===== src/core/flash_status_pkg.sv =====
// Function
// any of four main-array regions can become OTP; then program/erase is refused
// regions are the parameter group plus three adjacent main blocks, top or bottom
// host drives upper address lines high when programming OTP bits on top parts
// async page non-array reads: only the first word is guaranteed
// sync burst non-array reads repeat the same word until burst length is met
// read-status command is accepted at any address, then reads return status
// after program, erase or lock sequences, reads return status until next command
// status reads drive status on the low byte and zero on the high byte
// async mode latches a fresh status snapshot on the earlier of OE or CE falling
// host toggles CE or address valid to refresh status in sync burst mode
// bit 7 is 0 while busy, 1 when ready
// bit 6 is 1 while erase suspend is in effect
// bit 5 sets on erase failure; with bits 4 and 7 means sequence error
// bit 4 sets on program failure; with bits 5 and 7 means sequence error
// bit 3 sets when the program supply drops below lockout during an operation
// bit 2 is 1 while program suspend is in effect
// bit 1 sets when program or erase targets a locked block; operation aborts
// bit 0 is 1 while buffered factory programming runs, 0 once done
// reset returns status to the ready-only default
// clear-status clears the word whatever the supply level
// bits 7, 6, 2 follow the engine; bits 5, 4, 3, 1 are sticky
// a sequence error in erase suspend stays set through resume
// erase-resume at any address restarts erase and clears bits 7 and 6
package flash_status_pkg;

  localparam logic [7:0] STAT_RESET = 8'h80;
  localparam logic [7:0] STAT_UPPER = 8'h00;
  localparam logic [20:0] PIN_IDLE = 21'h1F0000;

  localparam int STAT_READY = 7;
  localparam int STAT_ESUSP = 6;
  localparam int STAT_EFAIL = 5;
  localparam int STAT_PFAIL = 4;
  localparam int STAT_VPP = 3;
  localparam int STAT_PSUSP = 2;
  localparam int STAT_LOCKED = 1;
  localparam int STAT_FACTORY = 0;

  localparam logic [7:0] CMD_READ_ARRAY = 8'hFF;
  localparam logic [7:0] CMD_READ_STATUS = 8'h70;
  localparam logic [7:0] CMD_READ_ID = 8'h90;
  localparam logic [7:0] CMD_READ_CFI = 8'h98;
  localparam logic [7:0] CMD_CLEAR_STATUS = 8'h50;
  localparam logic [7:0] CMD_WORD_PROG = 8'h40;
  localparam logic [7:0] CMD_WORD_PROG_ALT = 8'h10;
  localparam logic [7:0] CMD_ERASE_SETUP = 8'h20;
  localparam logic [7:0] CMD_CONFIRM = 8'hD0;
  localparam logic [7:0] CMD_SUSPEND = 8'hB0;
  localparam logic [7:0] CMD_LOCK_SETUP = 8'h60;
  localparam logic [7:0] CMD_LOCK = 8'h01;
  localparam logic [7:0] CMD_LOCKDOWN = 8'h2F;
  localparam logic [7:0] CMD_CFG_READ = 8'h03;

  localparam int PARAM_GROUP = 4;
  localparam int OTP_SPAN = 7;
  localparam int NUM_BLOCKS_DEF = 259;
  localparam int BLOCK_W_DEF = 9;

  localparam logic [2:0] BL_4 = 3'h1;
  localparam logic [2:0] BL_8 = 3'h2;
  localparam logic [2:0] BL_16 = 3'h3;
  localparam logic [4:0] LEN_4 = 5'h04;
  localparam logic [4:0] LEN_8 = 5'h08;
  localparam logic [4:0] LEN_16 = 5'h10;

  typedef enum logic [1:0] {
    ST_IDLE = 2'h0,
    ST_PROG = 2'h1,
    ST_ERASE = 2'h3,
    ST_LOCK = 2'h2
  } cmd_state_t;

endpackage


===== src/core/flash_status_core.sv =====
`timescale 1ns/100ps
module flash_status_core
  import flash_status_pkg::*;
#(
  parameter int NUM_BLOCKS = NUM_BLOCKS_DEF,
  parameter int BLOCK_W = BLOCK_W_DEF
) (
  // clock and reset
  input wire logic clk,
  input wire logic rstn,
  // parallel bus pins
  input wire logic ce_n,
  input wire logic oe_n,
  input wire logic we_n,
  input wire logic address_valid_n,
  input wire logic burst_clk,
  input wire logic [15:0] dq_in,
  output logic [15:0] dq_out,
  output logic dq_oe,
  // read configuration
  input wire logic sync_mode,
  input wire logic [2:0] burst_len,
  // array read data
  input wire logic [15:0] array_data,
  // write state machine side
  input wire logic engine_busy,
  input wire logic engine_erase_suspended,
  input wire logic engine_program_suspended,
  input wire logic factory_busy,
  input wire logic erase_fail_evt,
  input wire logic program_fail_evt,
  input wire logic locked_block_evt,
  input wire logic supply_low,
  output logic op_program,
  output logic op_erase,
  output logic op_suspend,
  output logic op_resume,
  // selectable otp regions
  input wire logic top_param,
  input wire logic [3:0] otp_region_en,
  input wire logic [BLOCK_W-1:0] target_block,
  output logic otp_refused,
  // status view
  output logic [7:0] write_state_status,
  output logic status_mode,
  output logic burst_done
);

  if (NUM_BLOCKS < OTP_SPAN || NUM_BLOCKS > (1 << BLOCK_W)) begin : g_bad_cfg
    $error("NUM_BLOCKS does not fit BLOCK_W or is too small");
  end

  //////////////////////////////////////////////////////////////////////////////
  // pin synchronisers

  logic [20:0] sync1_q;
  logic [20:0] sync2_q;
  logic [4:0] prev_q;
  logic ce_s;
  logic oe_s;
  logic we_s;
  logic adv_s;
  logic bclk_s;
  logic [7:0] cmd;

  assign ce_s = sync2_q[20];
  assign oe_s = sync2_q[19];
  assign we_s = sync2_q[18];
  assign adv_s = sync2_q[17];
  assign bclk_s = sync2_q[16];
  assign cmd = sync2_q[7:0];

  always_ff @(posedge clk) begin
    if (!rstn) begin
      sync1_q <= PIN_IDLE;
      sync2_q <= PIN_IDLE;
      prev_q <= PIN_IDLE[20:16];
    end else begin
      sync1_q <= {ce_n, oe_n, we_n, address_valid_n, burst_clk, dq_in};
      sync2_q <= sync1_q;
      prev_q <= sync2_q[20:16];
    end
  end

  //////////////////////////////////////////////////////////////////////////////
  // command decode

  function automatic logic [2:0] otp_region(input logic [BLOCK_W-1:0] blk, input logic top);
    logic [BLOCK_W-1:0] base;
    logic [BLOCK_W-1:0] off;
    base = top ? BLOCK_W'(NUM_BLOCKS - OTP_SPAN) : '0;
    off = blk - base;
    if (blk < base || off >= BLOCK_W'(OTP_SPAN)) begin
      otp_region = 3'h0;
    end else if (top) begin
      otp_region = (off >= BLOCK_W'(OTP_SPAN - PARAM_GROUP)) ? 3'h4 :
        {1'b1, 2'(OTP_SPAN - PARAM_GROUP - int'(off))};
    end else begin
      otp_region = (off < BLOCK_W'(PARAM_GROUP)) ? 3'h4 : {1'b1, 2'(int'(off) - PARAM_GROUP + 1)};
    end
  endfunction

  cmd_state_t state_q;
  cmd_state_t state_d;
  logic [7:0] stat_q;
  logic [7:0] stat_d;
  logic status_mode_q;
  logic hold_q;
  logic resume_q;
  logic cmd_stb;
  logic idle_cmd;
  logic prog_go;
  logic erase_go;
  logic lock_cmd_ok;
  logic lock_ok;
  logic seq_err;
  logic clr_cmd;
  logic resume_cmd;
  logic suspend_cmd;
  logic status_cmd;
  logic leave_cmd;
  logic start_req;
  logic [2:0] region;
  logic otp_hit;
  logic refused;
  logic start_any;

  // a write ends on the rising edge of write enable while selected
  assign cmd_stb = we_s & ~prev_q[2] & ~ce_s;
  assign idle_cmd = cmd_stb & (state_q == ST_IDLE);
  assign prog_go = cmd_stb & (state_q == ST_PROG);
  assign erase_go = cmd_stb & (state_q == ST_ERASE) & (cmd == CMD_CONFIRM);
  assign lock_cmd_ok = (cmd == CMD_LOCK) | (cmd == CMD_CONFIRM) | (cmd == CMD_LOCKDOWN);
  assign lock_ok = cmd_stb & (state_q == ST_LOCK) & lock_cmd_ok;
  assign seq_err = cmd_stb & (((state_q == ST_ERASE) & (cmd != CMD_CONFIRM)) |
    ((state_q == ST_LOCK) & ~lock_cmd_ok & (cmd != CMD_CFG_READ)));
  // address is never decoded for these commands
  assign clr_cmd = idle_cmd & (cmd == CMD_CLEAR_STATUS);
  assign resume_cmd = idle_cmd & (cmd == CMD_CONFIRM) & stat_q[STAT_ESUSP];
  assign suspend_cmd = idle_cmd & (cmd == CMD_SUSPEND);
  assign status_cmd = idle_cmd & (cmd == CMD_READ_STATUS);
  assign leave_cmd = idle_cmd & ((cmd == CMD_READ_ARRAY) | (cmd == CMD_READ_ID) | (cmd == CMD_READ_CFI));

  assign region = otp_region(target_block, top_param);
  assign otp_hit = region[2] & otp_region_en[region[1:0]];
  assign start_req = prog_go | erase_go;
  assign refused = start_req & otp_hit;
  assign start_any = (start_req & ~otp_hit) | resume_cmd;

  assign state_d = !cmd_stb ? state_q :
    (state_q != ST_IDLE) ? ST_IDLE :
    ((cmd == CMD_WORD_PROG) | (cmd == CMD_WORD_PROG_ALT)) ? ST_PROG :
    (cmd == CMD_ERASE_SETUP) ? ST_ERASE :
    (cmd == CMD_LOCK_SETUP) ? ST_LOCK : ST_IDLE;

  //////////////////////////////////////////////////////////////////////////////
  // status word

  // bit 7 is held low from the start until the engine reports busy,
  // so a read in the gap never shows a stale ready
  assign stat_d[STAT_READY] = ~engine_busy & ~(hold_q | start_any);
  assign stat_d[STAT_ESUSP] = engine_erase_suspended & ~resume_q & ~resume_cmd;
  // sticky bits: set wins over a clear in the same cycle
  assign stat_d[STAT_EFAIL] = (stat_q[STAT_EFAIL] & ~clr_cmd) | erase_fail_evt | seq_err;
  assign stat_d[STAT_PFAIL] = (stat_q[STAT_PFAIL] & ~clr_cmd) | program_fail_evt | seq_err;
  assign stat_d[STAT_VPP] = (stat_q[STAT_VPP] & ~clr_cmd) | (supply_low & engine_busy);
  assign stat_d[STAT_PSUSP] = engine_program_suspended;
  assign stat_d[STAT_LOCKED] = (stat_q[STAT_LOCKED] & ~clr_cmd) | locked_block_evt | refused;
  assign stat_d[STAT_FACTORY] = factory_busy;

  always_ff @(posedge clk) begin
    if (!rstn) begin
      state_q <= ST_IDLE;
      stat_q <= STAT_RESET;
      status_mode_q <= 1'b0;
      hold_q <= 1'b0;
      resume_q <= 1'b0;
    end else begin
      state_q <= state_d;
      stat_q <= stat_d;
      status_mode_q <= (status_mode_q & ~leave_cmd) | status_cmd | start_req | lock_ok | seq_err | suspend_cmd;
      hold_q <= (hold_q & ~engine_busy) | start_any;
      resume_q <= (resume_q & engine_erase_suspended) | resume_cmd;
    end
  end

  always_ff @(posedge clk) begin
    if (!rstn) begin
      op_program <= 1'b0;
      op_erase <= 1'b0;
      op_suspend <= 1'b0;
      op_resume <= 1'b0;
      otp_refused <= 1'b0;
    end else begin
      op_program <= prog_go & ~otp_hit;
      op_erase <= erase_go & ~otp_hit;
      op_suspend <= suspend_cmd;
      op_resume <= resume_cmd;
      otp_refused <= refused;
    end
  end

  assign write_state_status = stat_q;
  assign status_mode = status_mode_q;

  //////////////////////////////////////////////////////////////////////////////
  // read path

  logic [7:0] snap_q;
  logic [4:0] cnt_q;
  logic [4:0] burst_lim;
  logic [15:0] dq_out_q;
  logic dq_oe_q;
  logic out_stat_q;
  logic rd_act;
  logic ce_fall;
  logic adv_fall;
  logic read_fall;
  logic snap_now;
  logic bclk_rise;

  assign rd_act = ~ce_s & ~oe_s & we_s;
  assign ce_fall = ~ce_s & prev_q[4];
  assign adv_fall = ~adv_s & prev_q[1];
  // earlier of the two enables falling opens the read
  assign read_fall = prev_q[4] & prev_q[3] & ~(ce_s & oe_s);
  // a running burst never refreshes; only a new cycle does
  assign snap_now = sync_mode ? (ce_fall | adv_fall) : read_fall;
  assign bclk_rise = bclk_s & ~prev_q[0];
  // continuous burst gives zero, which never completes
  assign burst_lim = (burst_len == BL_4) ? LEN_4 :
    (burst_len == BL_8) ? LEN_8 :
    (burst_len == BL_16) ? LEN_16 : 5'h00;
  assign burst_done = (burst_lim != 5'h00) & (cnt_q >= burst_lim);

  always_ff @(posedge clk) begin
    if (!rstn) begin
      snap_q <= STAT_RESET;
      cnt_q <= 5'h00;
      dq_out_q <= 16'h0000;
      dq_oe_q <= 1'b0;
      out_stat_q <= 1'b0;
    end else begin
      if (snap_now) begin
        snap_q <= stat_q;
      end
      if (ce_fall | adv_fall) begin
        cnt_q <= 5'h00;
      end else if (sync_mode & rd_act & bclk_rise & ~burst_done) begin
        cnt_q <= cnt_q + 5'h01;
      end
      // page address is ignored for status, so later page words just repeat
      dq_out_q <= status_mode_q ? {STAT_UPPER, snap_q} : array_data;
      dq_oe_q <= rd_act;
      out_stat_q <= status_mode_q;
    end
  end

  assign dq_out = dq_out_q;
  assign dq_oe = dq_oe_q;
endmodule


===== config.mk =====
export PLATFORM = sky130hd
export DESIGN_NAME = flash_status_core
export DESIGN_NICKNAME = d
export VERILOG_FILES = /design/src/core/flash_status_pkg.sv /design/src/core/flash_status_core.sv
export SDC_FILE = /design/constraint.sdc
export NUM_CORES = 1
export LEC_CHECK = 0
export BUFFER_PORTS_ARGS = -buffer_cell sky130_fd_sc_hd__buf_4
export CORE_ASPECT_RATIO = 0.9
export CORE_MARGIN = 8
export CORE_UTILIZATION = 25
export CTS_BUF_LIST = sky130_fd_sc_hd__clkbuf_4
export DETAILED_ROUTE_END_ITERATION = 10
export PLACE_DENSITY_LB_ADDON = 0.1
export SYNTH_ARGS = -nofsm -noshare
export SYNTH_HDL_FRONTEND = slang
export SYNTH_SLANG_ARGS = --single-unit

===== constraint.sdc =====
create_clock -name clk -period 2.15 [get_ports clk]
set_input_delay 0.3225 -clock clk [delete_from_list [all_inputs] [get_ports clk]]
set_output_delay 0.3225 -clock clk [all_outputs]
set_load 0.02 [all_outputs]

==> impl_metrics.csv <==
group,metric,value,unit
floorplan,num_rows,40,
layout,syn2layout_area_growth,33.1,%
timing,finalCritPeriodShare,0.957,
timing,fin_crit,2.06,ns
outcome,status,"complete, no violations",
yosys,yosysWarnings,0,
yosys,ys_ff_latch,79,
yosys,syn_area_per_cell,9.99,µm²
layout,final_cell_mix,"105 x buf_4, 76 x dfxtp_1, 29 x and2_1, 29 x nor2_1",
timing,setup_ws,0.0933,ns
pwr,swShare,0.268,
timing,tightestPinTransition,0.477,ns
critical_path,start_kind,"register",
pwr,finalPower,2.66,mW
hold_path,hp-class,"in -> reg",
routing,drtIter0Drc,119,
pwr,p_per_area,601,nW/µm²
routing,via_count,2664,
global_routing,track_usage,0.0980,
floorplan,core-area,13200,µm²
routing,drc_errors,0,
routing,drt_wl_total,8360,µm
timing,fin_setup_tns,0,ns
timing,fin_skew,0.0121,ns
critical_path,crit_fanout,3,
pwr,irDropWorstVdd,0.000183,V
global_routing,grt_overflow_total,0,
routing,first_pass_iters,4,
yosys,yosysUniqueCellTypes,66,
placement,pre_cts_slack,-0.173,ns
timing,hold_viol_final,0,
routing,viasPerCell,4.35,
placement,portBuffers,88,
placement,placed_cells,593,
routing,drtAntennaViolNets,0,
yosys,async_reset_ff_frac,0,
pwr,power_frac_seq,0.582,
clock_network,htreeDepth,3,
placement,globalplace.congestion,0.770,
clock_network,cts.path.max_buffers,2,
critical_path,critical_path_required,1.83,ns
critical_path,path_class,"reg -> out",
floorplan,start_util,0.253,
layout,drive_above_1_share,0.315,
floorplan,dieArea,17300,µm²
global_routing,grt_pass1_vias,2679,
global_routing,grt_pass1_wl,13400,µm
pwr,p_leak,1.94,nW
clock_network,clock_sinks,79,
placement,dp_hpwl,6450,µm
yosys,seq_area_frac_synth,0.475,
yosys,ys.flop_type,"dfxtp_1",
floorplan,die_h,125,µm
global_routing,grt_max_degree,25,
timing,hold_ws,0.0866,ns
floorplan,die_w,138,µm
clock_network,clk_pin_slew,0.12,ns
yosys,synth_fp_nets,411,
timing,timing.slew.headroom,0.678,
layout,layout.nets,518,
yosys,netlist_instances,333,
layout,fillers,1396,
timing,rsz0062_at_grt,"yes",
pwr,p_sw,0.713,mW
pwr,power_frac_comb,0.152,
floorplan,ios,97,
timing,fmax,486,MHz
layout,final_common_cell,"buf_4",
pwr,clockPowerShare,0.266,
critical_path,cp_data_arrival_time,1.73,ns
global_routing,antenna_found_initial,1,
clock_network,cts_made_buffers,9,
clock_network,insertion_delay,0.41,ns
timing,drv_slew,0,
clock_network,root_buffer,"clkbuf_4",
critical_path,cp-end-kind,"output pin",
yosys,synth_area,3330,µm²
flow_run,drv_cap,0,
layout,fin_cells,613,
clock_network,cts_tree,"built",
yosys,synth_edf_count,0,
pwr,internal_power,1.95,mW
routing,wl_per_cell,13.6,µm
timing,setup_viol,0,
==> worst paths after layout <==
| kind | from | endpoint | slack (ns) | cells past startpoint |
|---|---|---|---|---|
| setup reg to reg | sync2_q[18] | write_state_status[5] | 0.20 | 5 |
| setup / recovery | cnt_q[2] | burst_done | 0.09 | 7 |
| hold reg to reg | sync1_q[17] | sync2_q[17] | 0.42 | 1 |
| hold / removal | burst_clk | sync1_q[16] | 0.09 | 2 |
==> Yosys cell counts (all sizes together), types with 3 or more instances <==
| cell type | n | area (µm²) |
|---|---|---|
| mux2i | 17 | 170 |
| a21oi | 10 | 50.1 |
| and3 | 5 | 31.3 |
| o21ai | 8 | 40.0 |
| a31oi | 5 | 37.5 |
| nor2b | 7 | 43.8 |
| o31ai | 4 | 30.0 |
| o211ai | 3 | 22.5 |
| dfxtp | 79 | 1580 |
| nor2 | 29 | 109 |
| inv | 14 | 52.6 |
| nor3b | 4 | 30.0 |
| ha | 12 | 150 |
| and2 | 29 | 181 |
| nor3 | 3 | 20.0 |
| xor2 | 3 | 26.3 |
| o31a | 3 | 26.3 |
| nand2 | 15 | 56.3 |
| clkbuf | 6 | 22.5 |
| buf | 4 | 37.5 |
| a211oi | 7 | 57.6 |
| or4 | 5 | 42.5 |
| nand2b | 17 | 106 |
==> per-layer routing <==
metal | wire length (µm) | track usage | vias up
li1 | - | - | 1390
met1 | 4130 | 0.136 | 1197
met2 | 3370 | 0.130 | 68
met3 | 712 | 0.0308 | 9
met4 | 144 | 0.0517 | 0
met5 | 0 | 0 | -
==> worst max-delay path: stages (launching register included) <==
cell     delay (ns)
dfxtp_2        0.36
inv_4          0.04
ha_4           0.20
a21bo_4        0.22
a21oi_4        0.15
nor2b_1        0.06
o21a_1         0.18
buf_6          0.13
==> kinds of logic (layout without fill, tap and decap cells) <==
logic type / count (synthesis) / after routing / synth area share
xor gates and xnor gates: 5 / 5 / 0.0132
muxes: 17 / 17 / 0.0511
and+or+nand+nor: 133 / 133 / 0.237
buffers and inverters: 24 / 135 / 0.0338
AOI/OAI and AO/OA: 62 / 62 / 0.138
other: 0 / 1 / 0
adders and majority gates: 13 / 13 / 0.0511
DFF: 79 / 79 / 0.475
==> state kept, by name, indices dropped and copies added (netlist names), 2 cells and up <==
signal and count:
state_q 2, prev_q 5, snap_q 8, sync2_q 13
cnt_q 5, write_state_status 8, sync1_q 13, dq_out 16
==> cell type report <==
cell class / count / area [µm²] / area share
multi-input combinational: 230 / 1680 / 0.380
clock buffer: 9 / 67.6 / 0.0152
antenna: 1 / 2.50 / 0.000565
tap: 168 / 210 / 0.0474
clock inverter: 6 / 28.8 / 0.00650
inverter: 14 / 55.1 / 0.0124
timing repair buffer: 106 / 800 / 0.180
sequential: 79 / 1590 / 0.358
==> power by group through the flow <==
stage,Combinational (mW),Sequential [mW],Clock (mW)
global placement,0.400,1.58,0
floorplan,0.188,1.61,0
CTS,0.409,1.55,0.755
detailed placement,0.404,1.58,0
global route,0.448,1.56,0.824
finish,0.405,1.55,0.708
==> stage by stage <==
stage	util	instance area [µm²]
after CTS	0.333	4380
after global placement	0.322	4240
after global routing	0.337	4430
after floorplan	-	3330
final	0.337	4430
after detailed placement	0.322	4240
==> what timing repair did <==
item                       4_1_cts  5_1_grt
pin swaps                        3        4
setup endpoints to repair        1        1
hold endpoints to repair         0        0
gates resized for setup          9        5
buffers inserted                 2        2
gates cloned                     0        0
hold buffers                     0        0
No activity file was read; power rests on OpenSTA's default activity.
